File: config.mk
export PLATFORM = sky130hd
export DESIGN_NAME = cdp_clock_power
export DESIGN_NICKNAME = d
export VERILOG_FILES = /design/src/cdp_divider.sv /design/src/cdp_clock_power.sv
export SDC_FILE = /design/constraint.sdc
export NUM_CORES = 1
export LEC_CHECK = 0
export ABC_AREA = 0
export BUFFER_PORTS_ARGS = -buffer_cell sky130_fd_sc_hd__buf_4
export CORE_MARGIN = 2
export CORE_UTILIZATION = 25
export CTS_CLUSTER_DIAMETER = 50
export DETAILED_ROUTE_END_ITERATION = 10
export HOLD_SLACK_MARGIN = 0.05
export PLACE_DENSITY = 0.39
export SYNTH_ARGS = -nofsm -noshare
export SYNTH_HDL_FRONTEND = slang
export SYNTH_SLANG_ARGS = --single-unit
File: constraint.sdc
create_clock -name clock_in -period 7.4 [get_ports clock_in]
set_input_delay 0.37 -clock clock_in [delete_from_list [all_inputs] [get_ports clock_in]]
set_output_delay 0.37 -clock clock_in [all_outputs]
set_load 0.005 [all_outputs]
File: src/cdp_divider.sv
// Control package for the clock and power-mode block, and its enable-pulse divider
`default_nettype none

package cdp_pkg;
	localparam int unsigned MULT_W   = 8;
	localparam int unsigned VSEL_W   = 4;
	localparam int unsigned MV_W     = 11;
	localparam int unsigned LOCK_W   = 16;
	localparam int unsigned SDIV_W   = 4;
	localparam int unsigned CDIV_W   = 2;
	localparam int unsigned REGULATOR_FIELD_A_W   = 2;
	localparam int unsigned RATIO_W  = 4;

	// Multiplier is held in half steps: 1 is 0.5x, 128 is 64x
	localparam logic [MULT_W-1:0]  MULT_MIN    = 8'h01;
	localparam logic [MULT_W-1:0]  MULT_MAX    = 8'h80;
	localparam logic [MULT_W-1:0]  MULT_RESET  = 8'h14;
	localparam logic [VSEL_W-1:0]  VSEL_MAX    = 4'h9;
	localparam logic [VSEL_W-1:0]  VSEL_RESET  = 4'h5;
	localparam logic [MV_W-1:0]    MV_MIN      = 11'h352;
	localparam logic [MV_W-1:0]    MV_STEP     = 11'h032;
	localparam logic [MV_W-1:0]    MV_OFF      = 11'h000;
	localparam logic [LOCK_W-1:0]  LOCK_RESET  = 16'h0200;
	localparam logic [LOCK_W-1:0]  LOCK_ZERO   = 16'h0000;
	localparam logic [LOCK_W-1:0]  LOCK_ONE    = 16'h0001;
	localparam logic [REGULATOR_FIELD_A_W-1:0]  REGULATOR_FIELD_A_OFF    = 2'h0;
	localparam logic [REGULATOR_FIELD_A_W-1:0]  REGULATOR_FIELD_A_RESET  = 2'h1;
	localparam logic [SDIV_W-1:0]  SDIV_RESET  = 4'h5;
	localparam logic [CDIV_W-1:0]  CDIV_RESET  = 2'h0;
	localparam logic [RATIO_W-1:0] RATIO_ONE   = 4'h1;
	localparam logic [RATIO_W-1:0] RATIO_ZERO  = 4'h0;

	typedef enum logic [2:0] {
		CDP_FULL_ON    = 3'h0,
		CDP_ACTIVE     = 3'h1,
		CDP_SLEEP      = 3'h2,
		CDP_DEEP_SLEEP = 3'h3,
		CDP_HIBERNATE  = 3'h4,
		CDP_LOCK_WAIT  = 3'h5,
		CDP_BOOT       = 3'h6
	} cdp_mode_t;

	typedef struct packed {
		cdp_mode_t          mode;
		logic [MULT_W-1:0]  mult;
		logic [VSEL_W-1:0]  vsel;
		logic [REGULATOR_FIELD_A_W-1:0]  regulator_field_a;
		logic [LOCK_W-1:0]  lock_cfg;
		logic [LOCK_W-1:0]  lock_cnt;
		logic [SDIV_W-1:0]  sdiv;
		logic [CDIV_W-1:0]  cdiv;
		logic [MV_W-1:0]    mv;
		logic               boot;
		logic               block;
		logic               tristate;
		logic               reg_on;
		logic               locking;
		logic [1:0]         rst_sync;
		logic [1:0]         wake_sync;
	} cdp_ctl_t;

	typedef struct packed {
		logic [RATIO_W-1:0] cnt;
		logic               tick;
	} cdp_div_t;
endpackage

module cdp_divider (
	input  wire logic                      clock_in,
	input  wire logic                      rst_b_in,
	input  wire logic                      run_in,
	input  wire logic [cdp_pkg::RATIO_W-1:0] ratio_in,
	output var  logic                      tick_out
);
	import cdp_pkg::*;

	cdp_div_t                s;
	cdp_div_t                next_s;
	logic [RATIO_W-1:0]      lim;

	always_comb begin
		lim = (ratio_in == RATIO_ZERO) ? RATIO_ZERO : ratio_in - RATIO_ONE;
		next_s = s;
		if (!run_in) begin
			next_s.cnt  = RATIO_ZERO;
			next_s.tick = 1'b0;
		end else if (s.cnt >= lim) begin
			// A ratio lowered mid-count wraps at once, no lock interval needed
			next_s.cnt  = RATIO_ZERO;
			next_s.tick = 1'b1;
		end else begin
			next_s.cnt  = s.cnt + RATIO_ONE;
			next_s.tick = 1'b0;
		end
	end

	always_ff @(posedge clock_in) begin
		if (!rst_b_in) begin
			s <= '0;
		end else begin
			s <= next_s;
		end
	end

	assign tick_out = s.tick;
endmodule // cdp_divider

`default_nettype wire
File: src/cdp_clock_power.sv
// Clock divide, multiplier, regulator and power-mode sequencing
// Function
// Deep sleep stops core and system clocks; only the reset event exits.
// Deep sleep blocks asynchronous peripherals from internal resources and memory.
// Leaving deep sleep enters full-on if bypass clear, active if set.
// Regulator field write of 00 stops clocks, removes core supply, enters hibernate.
// Hibernate three-states all external pins unless individually excepted.
// Reset in hibernate restarts the regulator, then starts boot.
// Core voltage set in 50 mV steps from 0.85 V to 1.30 V.
// Multiplier 0.5x to 64x, 10x after reset, software changeable.
// System divide field divides PLL output by its value, 1 to 15.
// System divide changes take effect immediately, no lock wait.
// Core divide field selects ratio 1, 2, 4 or 8.
// Lock wait count resets to 0x200.
// Lock wait counter counts input-clock periods.
// Software programs lock count for 40 us single, 80 us combined changes.
// Wakeup from sleep samples bypass selection to choose next state.
// Multiplier or voltage change holds clocks off until lock count expires; code locks on full-on changes, active voltage changes, active bypass clear.
`default_nettype none

module cdp_clock_power (
	input  wire logic                          clock_in,
	input  wire logic                          rst_b_in,
	input  wire logic                          reset_event_b_in,
	input  wire logic                          wakeup_in,
	input  wire logic                          bypass_in,
	input  wire logic                          sleep_req_in,
	input  wire logic                          deep_sleep_req_in,
	input  wire logic                          multiplier_write_in,
	input  wire logic [cdp_pkg::MULT_W-1:0]    multiplier_select_in,
	input  wire logic                          divide_write_in,
	input  wire logic [cdp_pkg::SDIV_W-1:0]    system_divide_select_in,
	input  wire logic [cdp_pkg::CDIV_W-1:0]    core_divide_select_in,
	input  wire logic                          regulator_write_in,
	input  wire logic [cdp_pkg::REGULATOR_FIELD_A_W-1:0]    regulator_field_a_in,
	input  wire logic [cdp_pkg::VSEL_W-1:0]    voltage_select_in,
	input  wire logic                          lock_count_write_in,
	input  wire logic [cdp_pkg::LOCK_W-1:0]    lock_wait_count_in,
	output var  logic                          core_clock_en_out,
	output var  logic                          system_clock_en_out,
	output var  cdp_pkg::cdp_mode_t            mode_out,
	output var  logic                          async_access_block_out,
	output var  logic                          pin_tristate_out,
	output var  logic                          regulator_on_out,
	output var  logic [cdp_pkg::MV_W-1:0]      core_voltage_mv_out,
	output var  logic [cdp_pkg::MULT_W-1:0]    multiplier_out,
	output var  logic [cdp_pkg::SDIV_W-1:0]    system_divide_select_out,
	output var  logic [cdp_pkg::CDIV_W-1:0]    core_divide_select_out,
	output var  logic [cdp_pkg::LOCK_W-1:0]    lock_wait_count_out,
	output var  logic                          locking_out,
	output var  logic                          boot_start_out
);
	import cdp_pkg::*;

	cdp_ctl_t            s;
	cdp_ctl_t            next_s;
	logic                rst_evt;
	logic                wake;
	logic [VSEL_W-1:0]   vsel_req;
	logic                volt_chg;
	logic                mult_chg;
	logic                hib_write;
	logic                relock;
	logic                core_run;
	logic                sys_run;
	logic [RATIO_W-1:0]  core_ratio;
	logic [RATIO_W-1:0]  sys_ratio;
	cdp_mode_t           resume;

	always_comb begin
		next_s = s;
		rst_evt = !s.rst_sync[1];
		wake = s.wake_sync[1];
		next_s.rst_sync = {s.rst_sync[0], reset_event_b_in};
		next_s.wake_sync = {s.wake_sync[0], wakeup_in};
		next_s.boot = 1'b0;
		resume = bypass_in ? CDP_ACTIVE : CDP_FULL_ON;
		// Out-of-range voltage requests clamp to the top step
		vsel_req = (voltage_select_in > VSEL_MAX) ? VSEL_MAX : voltage_select_in;
		volt_chg = regulator_write_in && (vsel_req != s.vsel);
		mult_chg = multiplier_write_in && (multiplier_select_in >= MULT_MIN)
			&& (multiplier_select_in <= MULT_MAX)
			&& (multiplier_select_in != s.mult);
		hib_write = regulator_write_in && (regulator_field_a_in == REGULATOR_FIELD_A_OFF);
		relock = volt_chg || ((s.mode == CDP_FULL_ON) && mult_chg)
			|| ((s.mode == CDP_ACTIVE) && !bypass_in);

		if (lock_count_write_in) begin
			next_s.lock_cfg = lock_wait_count_in;
		end
		if (divide_write_in) begin
			next_s.sdiv = system_divide_select_in;
			next_s.cdiv = core_divide_select_in;
		end
		if (regulator_write_in) begin
			next_s.regulator_field_a = regulator_field_a_in;
			next_s.vsel = vsel_req;
		end
		// Zero and codes above 64x are not legal half-step factors and are ignored
		if (mult_chg) begin
			next_s.mult = multiplier_select_in;
		end

		unique case (s.mode)
			CDP_FULL_ON, CDP_ACTIVE: begin
				if (hib_write) begin
					next_s.mode = CDP_HIBERNATE;
				end else if (deep_sleep_req_in) begin
					next_s.mode = CDP_DEEP_SLEEP;
				end else if (sleep_req_in) begin
					next_s.mode = CDP_SLEEP;
				end else if (relock) begin
					next_s.mode = CDP_LOCK_WAIT;
					next_s.lock_cnt = s.lock_cfg;
				end else if ((s.mode == CDP_FULL_ON) && bypass_in) begin
					next_s.mode = CDP_ACTIVE;
				end
			end
			CDP_LOCK_WAIT: begin
				if (hib_write) begin
					next_s.mode = CDP_HIBERNATE;
				end else if (s.lock_cnt == LOCK_ZERO) begin
					next_s.mode = resume;
				end else begin
					next_s.lock_cnt = s.lock_cnt - LOCK_ONE;
				end
			end
			CDP_SLEEP: begin
				if (hib_write) begin
					next_s.mode = CDP_HIBERNATE;
				end else if (wake || rst_evt) begin
					next_s.mode = resume;
				end
			end
			CDP_DEEP_SLEEP: begin
				if (rst_evt) begin
					next_s.mode = resume;
				end
			end
			CDP_HIBERNATE: begin
				if (rst_evt) begin
					next_s.mode = CDP_BOOT;
					next_s.regulator_field_a = REGULATOR_FIELD_A_RESET;
					next_s.boot = 1'b1;
				end
			end
			CDP_BOOT: begin
				// Regulator settles over the programmed lock interval before clocks run
				next_s.mode = CDP_LOCK_WAIT;
				next_s.lock_cnt = s.lock_cfg;
			end
			default: begin
				next_s.mode = CDP_FULL_ON;
			end
		endcase

		next_s.block = (next_s.mode == CDP_DEEP_SLEEP)
			|| (next_s.mode == CDP_HIBERNATE);
		next_s.tristate = (next_s.mode == CDP_HIBERNATE);
		next_s.reg_on = (next_s.mode != CDP_HIBERNATE) && (next_s.regulator_field_a != REGULATOR_FIELD_A_OFF);
		next_s.mv = next_s.reg_on
			? MV_MIN + MV_W'(next_s.vsel) * MV_STEP : MV_OFF;
		next_s.locking = (next_s.mode == CDP_LOCK_WAIT);
	end

	always_ff @(posedge clock_in) begin
		if (!rst_b_in) begin
			s.mode      <= CDP_FULL_ON;
			s.mult      <= MULT_RESET;
			s.vsel      <= VSEL_RESET;
			s.regulator_field_a      <= REGULATOR_FIELD_A_RESET;
			s.lock_cfg  <= LOCK_RESET;
			s.lock_cnt  <= LOCK_ZERO;
			s.sdiv      <= SDIV_RESET;
			s.cdiv      <= CDIV_RESET;
			s.mv        <= MV_MIN + MV_W'(VSEL_RESET) * MV_STEP;
			s.boot      <= 1'b0;
			s.block     <= 1'b0;
			s.tristate  <= 1'b0;
			s.reg_on    <= 1'b1;
			s.locking   <= 1'b0;
			s.rst_sync  <= 2'h3;
			s.wake_sync <= 2'h0;
		end else begin
			s <= next_s;
		end
	end

	// Bypass runs both clocks at the input rate regardless of divide fields
	always_comb begin
		core_run = (s.mode == CDP_FULL_ON) || (s.mode == CDP_ACTIVE);
		sys_run = core_run || (s.mode == CDP_SLEEP);
		core_ratio = (s.mode == CDP_ACTIVE) ? RATIO_ONE : RATIO_ONE << s.cdiv;
		sys_ratio = (s.mode == CDP_ACTIVE) ? RATIO_ONE : s.sdiv;
	end

	cdp_divider u_core_div (
		.clock_in (clock_in),
		.rst_b_in (rst_b_in),
		.run_in   (core_run),
		.ratio_in (core_ratio),
		.tick_out (core_clock_en_out)
	);

	cdp_divider u_sys_div (
		.clock_in (clock_in),
		.rst_b_in (rst_b_in),
		.run_in   (sys_run),
		.ratio_in (sys_ratio),
		.tick_out (system_clock_en_out)
	);

	assign mode_out                 = s.mode;
	assign async_access_block_out   = s.block;
	assign pin_tristate_out         = s.tristate;
	assign regulator_on_out         = s.reg_on;
	assign core_voltage_mv_out      = s.mv;
	assign multiplier_out           = s.mult;
	assign system_divide_select_out = s.sdiv;
	assign core_divide_select_out   = s.cdiv;
	assign lock_wait_count_out      = s.lock_cfg;
	assign locking_out              = s.locking;
	assign boot_start_out           = s.boot;
endmodule // cdp_clock_power

`default_nettype wire

==> PnR_summary.wiki, run 1 <==
{| class="wikitable"
! Metric !! Value
|-
| Total global routing track utilization || a little under an eighth
|-
| Clk slew on worst S/H paths || roughly 0.06 ns
|-
| Count of unresolved DRC violations after routing || 0
|-
| Antenna-violating nets left || 0
|-
| Areal power density over the cells || 230.5 nW/um^2
|-
| Total number of vias || 3846
|-
| Filler Cell Count || about 2000
|-
| Clock latency at the later pin of the worst-skew pair || 0.35 ns
|-
| Leading cell types by count after synthesis || sky130_fd_sc_hd__dfxtp_1 (84), sky130_fd_sc_hd__nor2_1 (46), sky130_fd_sc_hd__buf_4 (45), sky130_fd_sc_hd__nand2_1 (36)
|-
| Iteration-0 DRC count of the detailed router || around 170
|-
| Library cell with the highest instance count after synthesis || sky130_fd_sc_hd__dfxtp_1
|-
| TritonCTS clock tree || done
|-
| Crit-path max cell delay || between 0.6 and 0.7 ns
|-
| Per-cell via count in the routed design || about 4.6
|-
| Largest net degree at the start of global routing || 82
|-
| Predominant post-synthesis flop cell || sky130_fd_sc_hd__dfxtp_1
|-
| HPWL after detailed placement || 8.613 mm
|-
| Total Die Area || roughly 20000 sq um
|-
| Global-route wire length before repair || 19.13 mm
|-
| Layout cell share with drive strength beyond 1 || 22.48%
|-
| Class of the most critical setup path || flop to flop
|-
| # nets final || 659
|-
| Synthesized instance count || 553
|-
| Post-synth top area share || about a third
|-
| Number of search-and-repair iterations in the first detailed-routing pass || 5
|-
| Routability congestion estimate || approximately 0.79
|-
| Most area-consuming cells after synthesis || sky130_fd_sc_hd__dfxtp_1 (35%), sky130_fd_sc_hd__buf_4 (7.1%), sky130_fd_sc_hd__mux2i_1 (6.1%)
|-
| Wire length per cell || 14.29 um
|-
| Clock buffers created by TritonCTS || 9
|-
| Synthesis warning total || 0
|-
| Hold/Removal Path Class || primary input to flop
|-
| Area of the core || 18770 sq um
|-
| Setup crit end kind || flop
|-
| Peak supply drop || 0.0001090 V
|-
| Number of maximum-capacitance constraint violations || 0
|-
| Worst-case clock skew || 0.01225 ns
|-
| Cell-by-cell listing of the critical path || inv_1, ha_1, nor3b_1, nand3_2, or4_1, a222oi_1, a21oi_2, mux2_4, a32o_1
|-
| Critical-path top delay cell || sky130_fd_sc_hd__a222oi_1
|-
| Slew margin rel. || between 40 and 50%
|-
| Die X || 142.4 um
|-
| Area of the multi-input gates || between 2000 and 3000 sq um
|-
| Flip-flop and latch count after synthesis || 84
|-
| Number of enable-type register cells in the synthesized netlist || 0
|-
| Number of resized instances in the post-cts repair step || 0
|-
| Y dimension of the die || ~140 um
|-
| Antenna violations before repair || 0
|-
| Period minus WS final || 3.262 ns
|-
| Syn-to-layout area delta || 18.03%
|-
| Routed Wire Length || 11.86 mm
|-
| Proportion of synthesized chip area in sequential cells || 35.11%
|-
| Average size of a mapped cell || between 8 and 9 sq um
|-
| Total leakage power || 2.456 nW
|-
| Setup Fix Bufs, Post-CTS || 0
|-
| Number of global-route vias before repair || 3864
|-
| Number of antenna diodes || 0
|-
| Number of clock sinks || between 80 and 90
|-
| Share of flip-flops with an asynchronous set or reset after synthesis || 0%
|-
| Total congestion overflow after global routing || 0
|-
| Cell variety after synth || 70
|-
| Number of ports placed on the die boundary || 98
|-
| Worst EP arrival || about 3.5 ns
|-
| Total Negative Setup Slacks || 0 ns
|-
| Max FO, Critical Path || 15
|-
| Hold_buf cts || 0
|-
| Starting utilization of the core area || between 20% and 30%
|-
| Row Count || 50
|-
| Fraction of the cycle the final worst path needs || 44.08%
|-
| Upper clock frequency limit || 0.3066 GHz
|-
| Critical Path Start Type || flop
|-
| Number of input and output port buffers inserted || 96
|-
| Finish-stage setup viols || 0
|-
| Post-synthesis instance area || 4790 sq um
|-
| Required time of the critical path || 7.64 ns
|-
| H-tree depth || 3
|-
| Post-Synthesis Net Count || roughly 620
|-
| Root Buffer Master || sky130_fd_sc_hd__clkbuf_16
|-
| Transition at the pin with the smallest max-transition slack || 0.8245 ns
|-
| Worst hold-check slack || about 0.21 ns
|-
| Run status || finished, final reports clean
|-
| Setup repair after global routing missed its margin || no
|-
| Final-report hold violation count || 0
|-
| Maximum buffer depth of the clock tree || 2
|-
| Cell taking the most area after synthesis || sky130_fd_sc_hd__dfxtp_1
|-
| Register Area || 1682 sq um
|-
| Max Slew Vio Count || 0
|}
cell type report:
| cell class | count | share of cell area, % |
|---|---|---|
| Clock buffer | 9 | 3.984 |
| Clock inverter | 7 | 1.040 |
| Inverter | 17 | 1.129 |
| Multi-Input combinational cell | 382 | 46.04 |
| Sequential cell | 84 | 29.75 |
| Tap cell | 234 | 5.179 |
| Timing Repair Buffer | 97 | 12.88 |
per-stage QoR:
stage | cells | instance area [sq um] | setup WS, ns | power (mW) | util (%)
2_1_floorplan | 553 | 4790 | 4.622 | 0.7876 | -
3_3_place_gp | 814 | 5369 | 4.036 | 0.8773 | 28.61
3_5_place_dp | 814 | 5369 | 4.004 | 0.8807 | 28.61
4_1_cts | 830 | 5653 | 4.144 | 1.330 | 30.12
5_1_grt | 830 | 5653 | 3.892 | 1.390 | 30.12
6_report | 830 | 5653 | 4.138 | 1.303 | 30.12
placed cells by master, fill, tap and decap left out, drive strengths merged, types with 3 or more instances in the layout:
cell | synthesis | final
and3 | 6 | 6
clkinvlp | 0 | 4
a21o | 8 | 8
inv | 17 | 20
clkbuf | 20 | 9
xnor2 | 10 | 10
and2 | 11 | 11
nand2 | 36 | 36
buf | 50 | 97
or3 | 5 | 5
dfxtp | 84 | 84
a221oi | 3 | 3
nand3b | 3 | 3
nand3 | 13 | 13
a221o | 3 | 3
nor4 | 5 | 5
ha | 20 | 20
a31oi | 3 | 3
a21oi | 23 | 23
xor2 | 11 | 11
nor3b | 6 | 6
nor2 | 46 | 46
nor2b | 29 | 29
or4 | 5 | 5
o21a | 5 | 5
or2 | 8 | 8
mux2 | 3 | 3
nor3 | 7 | 7
mux2i | 29 | 29
nand2b | 11 | 11
o21ai | 33 | 33
o31ai | 5 | 5
worst paths after layout:
path / startpoint / to / slack (ns) / cells past startpoint
max: s[26] / s[29] / 4.14 / 9
min reg2reg: next_s[1] / s[1] / 0.44 / 1
max reg2reg: s[26] / s[29] / 4.14 / 9
min: reset_event_b_in / next_s[3] / 0.21 / 2
worst max-delay path, delay by kind of cell (launching register included):
| family | cells | cell delay (ns) |
|---|---|---|
| compound gates | 3 | 1.12 |
| simple gates | 3 | 1.06 |
| mux | 1 | 0.38 |
| flops | 1 | 0.32 |
| fa+ha+maj | 1 | 0.18 |
| buf+inv | 1 | 0.08 |
registers in the layout (all words and copies together) (netlist names), 3 cells and up:
| name | cells |
|---|---|
| u_core_div.s | 4 |
| lock_wait_count_out | 16 |
| s | 24 |
| u_sys_div.s | 4 |
| core_voltage_mv_out | 10 |
| system_divide_select_out | 4 |
| multiplier_out | 8 |
| mode_out | 3 |
power by group:
group	switching, mW	internal [mW]
clock	0.204	0.232
combinational	0.169	0.161
sequential	0.0422	0.495
total	0.415	0.888
cells by family (layout without fill, tap and decap cells):
kind of cell,Yosys count,in the layout,synth area share (%)
flip-flops,84,84,35.11
other,2,2,0.1568
AND/OR/NAND/NOR,198,198,22.44
buffers and inverters,87,130,10.55
multiplexers,32,32,6.844
AO/OA/AOI/OAI,108,108,15.41
adder cells (fa/ha/maj),21,21,5.643
XOR/XNOR,21,21,3.840
routing by layer:
metal	track usage (%)	vias to the layer above	wire length, um
met5	0	-	0
met4	3.283	0	148
met3	3.331	12	585
met2	20.82	93	5671
met1	14.21	1784	5455
li1	-	1957	-
Power figures use the tool's default switching activity.
==> inputs of run 2 (changes only) <==
--- a/config.mk
+++ b/config.mk
@@ -5,14 +5,14 @@
 export SDC_FILE = /design/constraint.sdc
 export NUM_CORES = 1
 export LEC_CHECK = 0
-export ABC_AREA = 0
+export ABC_AREA = 1
 export BUFFER_PORTS_ARGS = -buffer_cell sky130_fd_sc_hd__buf_4
 export CORE_MARGIN = 2
 export CORE_UTILIZATION = 25
 export CTS_CLUSTER_DIAMETER = 50
 export DETAILED_ROUTE_END_ITERATION = 10
 export HOLD_SLACK_MARGIN = 0.05
-export PLACE_DENSITY = 0.39
+export PLACE_DENSITY = 0.4
 export SYNTH_ARGS = -nofsm -noshare
 export SYNTH_HDL_FRONTEND = slang
 export SYNTH_SLANG_ARGS = --single-unit
==> constraint.sdc (replaced) <==
create_clock -name clock_in -period 2.7 [get_ports clock_in]
set_input_delay 0.135 -clock clock_in [delete_from_list [all_inputs] [get_ports clock_in]]
set_output_delay 0.135 -clock clock_in [all_outputs]
set_load 0.005 [all_outputs]
==> run 2 against run 1 <==
Non-clock buffer count increased by 33. Via count up 12%. Clock-buffer cell count grew 2. Utilization is 1.8 points higher. Sequential cell count did not move. Final cell count up 19%. Power grew to 3.0 times the previous value. First-iteration DRC count decreased by 8.1%. Critical path type unchanged.
==> PnR_summary.wiki, run 2 <==
{| class="wikitable"
! Metric !! Value
|-
| Placed cells || 942 (+16%)
|-
| Synthesis warning total || 0 (unchanged)
|-
| Worst-case register-to-register setup slack || 0.19 ns (-3.95 ns)
|-
| Worst EP arrival || 2.75 ns (-0.75 ns)
|-
| Clk pwr share || 30.2% (-3.2 points)
|-
| Post-synth top area share || 35.66% (+0.55 points)
|-
| CP dominant cell by count || sky130_fd_sc_hd__nor2_1
|-
| Transition at the pin with the smallest max-transition slack || 0.6838 ns (-0.1408 ns)
|-
| Row Count || 50 (unchanged)
|-
| Cell variety after synth || 43 (-39%)
|-
| Combinational fraction of design power || 30.4% (+5.1 points)
|-
| Final-report hold violation count || 0 (unchanged)
|-
| TritonCTS clock tree || done
|-
| Total buffers and inverters traversed by the critical path || 4 (+3)
|-
| Worst-case clock skew || 0.01470 ns (+0.002446 ns)
|-
| Fraction of the cycle the final worst path needs || 93.02% (+49 points)
|-
| Net switching power of the design || 1.296 mW (+210%)
|-
| Critical Path Start Type || flop
|-
| Antenna violations before repair || 0 (unchanged)
|-
| Number of antenna diodes || 0 (unchanged)
|-
| Non-filler cells, final || 985 (+19%)
|-
| Root Buffer Master || sky130_fd_sc_hd__clkbuf_16
|-
| Number of input and output port buffers inserted || 96 (unchanged)
|-
| Total Negative Setup Slacks || 0 ns (unchanged)
|-
| Starting utilization of the core area || 25.38% (-0.14 points)
|-
| Worst hold-check slack || 0.07335 ns (-0.1395 ns)
|-
| Crit-path max cell delay || 0.43 ns (-0.19 ns)
|-
| Areal power density over the cells || 648.7 nW/um^2 (+180%)
|-
| Predominant post-synthesis flop cell || sky130_fd_sc_hd__dfxtp_1
|-
| Finish-stage setup viols || 0 (unchanged)
|-
| Total global routing track utilization || 12.32% (+0.45 points)
|-
| Total congestion overflow after global routing || 0 (unchanged)
|-
| Post-synthesis instance area || 4716 sq um (-1.5%)
|-
| Global-route wire length before repair || 19.76 mm (+3.3%)
|-
| Total design power || 3.847 mW (+200%)
|-
| Number of maximum-capacitance constraint violations || 0 (unchanged)
|-
| Post-Synthesis Net Count || 733 (+18%)
|-
| Class of the most critical setup path || flop to flop
|-
| Flip-flop and latch count after synthesis || 84 (unchanged)
|-
| HPWL after detailed placement || 8.997 mm (+4.5%)
|-
| Top library cells by usage in the layout, fill and taps aside || sky130_fd_sc_hd__nor2_1 (108), sky130_fd_sc_hd__buf_4 (104), sky130_fd_sc_hd__nand2_1 (93)
|-
| Share of flip-flops with an asynchronous set or reset after synthesis || 0% (unchanged)
|-
| Per-cell via count in the routed design || 4.378 (-5.5%)
|-
| Switching share of power || 33.68% (+1.8 points)
|-
| Total leakage power || 2.832 nW (+15%)
|-
| Peak supply drop || 0.0002991 V (+170%)
|-
| Routed Wire Length || 12.05 mm (+1.6%)
|-
| Required time of the critical path || 2.93 ns (-4.71 ns)
|-
| Area of the core || 18580 sq um (-1.0%)
|-
| Cell-by-cell listing of the critical path || inv_1, o22ai_1, buf_4, ha_1, inv_1, fa_1, or2_2, nor2_1, nor2_1, xor2_1, buf_4, xnor2_1, nor2_1
|-
| Internal cell power || 2.551 mW (+190%)
|-
| Max FO, Critical Path || 3 (-12)
|-
| Fraction of power consumed by sequential logic || 39.4% (-1.8 points)
|-
| Layout cell share with drive strength beyond 1 || 19.57% (-2.9 points)
|-
| Routability congestion estimate || 0.8271 (+4.4%)
|-
| # nets final || 814 (+24%)
|-
| Number of ports placed on the die boundary || 98 (unchanged)
|-
| H-tree depth || 3 (unchanged)
|-
| Max Slew Vio Count || 0 (unchanged)
|-
| Y dimension of the die || 141.3 um (-0.75%)
|-
| Iteration-0 DRC count of the detailed router || 159 (-8.1%)
|-
| Antenna-violating nets left || 0 (unchanged)
|-
| Clock latency at the later pin of the worst-skew pair || 0.34 ns (about the same)
|-
| Number of search-and-repair iterations in the first detailed-routing pass || 4 (-1)
|-
| Number of clock sinks || 84 (unchanged)
|-
| Die X || 141.3 um (-0.75%)
|-
| Synthesized instance count || 665 (+20%)
|-
| Most common library cell in the layout ignoring fill and taps || sky130_fd_sc_hd__nor2_1
|-
| Leading cell types by count after synthesis || sky130_fd_sc_hd__nor2_1 (108), sky130_fd_sc_hd__nand2_1 (93), sky130_fd_sc_hd__dfxtp_1 (84), sky130_fd_sc_hd__inv_1 (84), sky130_fd_sc_hd__o21ai_0 (55)
|-
| Upper clock frequency limit || 0.3982 GHz (+30%)
|-
| Setup crit end kind || flop
|-
| CP delay by family, top || adder cells
|-
| Syn-to-layout area delta || 25.74%
|-
| Instance area after placement || 5375 sq um (+0.12%)
|-
| Register containing the most flip-flops in the final layout || s
|-
| Clock buffers created by TritonCTS || 9 (unchanged)
|-
| Flip-flop count of the largest register after layout || 24 (unchanged)
|-
| Number of global-route vias before repair || 4127 (+6.8%)
|-
| Slew margin rel. || 54.00% (+9.5 points)
|-
| Maximum buffer depth of the clock tree || 2 (unchanged)
|-
| Count of unresolved DRC violations after routing || 0 (unchanged)
|-
| Library cell with the highest instance count after synthesis || sky130_fd_sc_hd__nor2_1
|-
| Clk slew on worst S/H paths || 0.06 ns (about the same)
|-
| Wire length per cell || 12.23 um (-14%)
|-
| Period minus WS final || 2.512 ns (-0.7503 ns)
|-
| Most area-consuming cells after synthesis || sky130_fd_sc_hd__dfxtp_1 (36%), sky130_fd_sc_hd__nor2_1 (8.6%), sky130_fd_sc_hd__nand2_1 (7.4%)
|-
| Critical-path top delay cell || sky130_fd_sc_hd__fa_1
|-
| Hold/Removal Path Class || primary input to flop
|-
| Total number of vias || 4312 (+12%)
|-
| Final std cell area, no fill || 5929 sq um (+4.9%)
|-
| Average size of a mapped cell || 7.091 sq um (-18%)
|-
| Number of enable-type register cells in the synthesized netlist || 0 (unchanged)
|-
| Proportion of synthesized chip area in sequential cells || 35.66% (+0.55 points)
|-
| Cell taking the most area after synthesis || sky130_fd_sc_hd__dfxtp_1
|-
| Run status || finished, final reports clean
|-
| Total Die Area || 19980 sq um (-1.5%)
|-
| Largest net degree at the start of global routing || 52 (-37%)
|}
-- run 2: path summary, 6_finish.rpt --
| path | cells after the start | end | startpoint |
|---|---|---|---|
| min reg2reg | 1 | s[3] | next_s[3] |
| max reg2reg | 13 | core_voltage_mv_out[9] | s[61] |
| max | 13 | core_voltage_mv_out[9] | s[61] |
| min | 3 | system_divide_select_out[0] | divide_write_in |
-- run 2: layer usage --
layer | vias to the layer above | share of wire (%) | GRT usage (%)
met2 | 97 | 47 | 20.29
met5 | - | 0 | 0
li1 | 2257 | - | -
met3 | 2 | 5.0 | 2.666
met1 | 1956 | 48 | 15.93
met4 | 0 | 0.24 | 4.421
-- run 2: cell type report --
type / count / area [sq um]
sequential: 84 / 1682
multi-input combinational: 429 / 2288
fill: 2004 / 12650
clock buffer: 11 / 242.7
clock inverter: 5 / 32.53
inverter: 92 / 350.3
timing repair buffer: 130 / 1041
tap: 234 / 292.8
-- run 2: what timing repair did --
action | CTS | global route
buffers inserted | 0 | 1
endpoints found under the hold margin | 24 | 0
hold buffers | 26 | 0
resized for setup | 0 | 2
endpoints found under the setup margin | 0 | 2
-- run 2: kinds of logic (layout without fill, tap and decap cells) --
| family | Yosys count | after routing | synth area share, % |
|---|---|---|---|
| flops | 84 | 84 | 35.66 |
| fa+ha+maj | 21 | 21 | 5.731 |
| compound gates | 122 | 122 | 14.54 |
| other cells | 2 | 2 | 0.1593 |
| xor+xnor | 17 | 17 | 3.157 |
| simple gates | 267 | 267 | 24.70 |
| buf+inv | 152 | 238 | 16.05 |
-- run 2: power groups by stage --
| stage | Combinational (mW) | Sequential, mW | Clock (mW) |
|---|---|---|---|
| after floorplan | 0.853 | 1.51 | 0 |
| after global placement | 1.13 | 1.54 | 0 |
| after detailed placement | 1.14 | 1.54 | 0 |
| after CTS | 1.18 | 1.52 | 1.22 |
| after global routing | 1.34 | 1.54 | 1.26 |
| final | 1.17 | 1.51 | 1.16 |
-- run 2: stage by stage --
stage               setup WS, ns  util (%)
global route          -0.0009699     31.91
detailed placement       0.04644     28.93
finish                    0.1885     31.91
global placement         0.09845     28.93
CTS                       0.1385     31.81
floorplan                 0.2641         -
-- run 2: worst register-to-register path, cell delays in order (launching register included) --
cell	delay, ns
sky130_fd_sc_hd__dfxtp_1	0.30
sky130_fd_sc_hd__inv_1	0.07
sky130_fd_sc_hd__o22ai_1	0.10
sky130_fd_sc_hd__buf_4	0.16
sky130_fd_sc_hd__ha_1	0.29
sky130_fd_sc_hd__inv_1	0.06
sky130_fd_sc_hd__fa_1	0.43
sky130_fd_sc_hd__or2_2	0.32
sky130_fd_sc_hd__nor2_1	0.10
sky130_fd_sc_hd__nor2_1	0.05
sky130_fd_sc_hd__xor2_1	0.21
sky130_fd_sc_hd__buf_4	0.15
sky130_fd_sc_hd__xnor2_1	0.10
sky130_fd_sc_hd__nor2_1	0.06
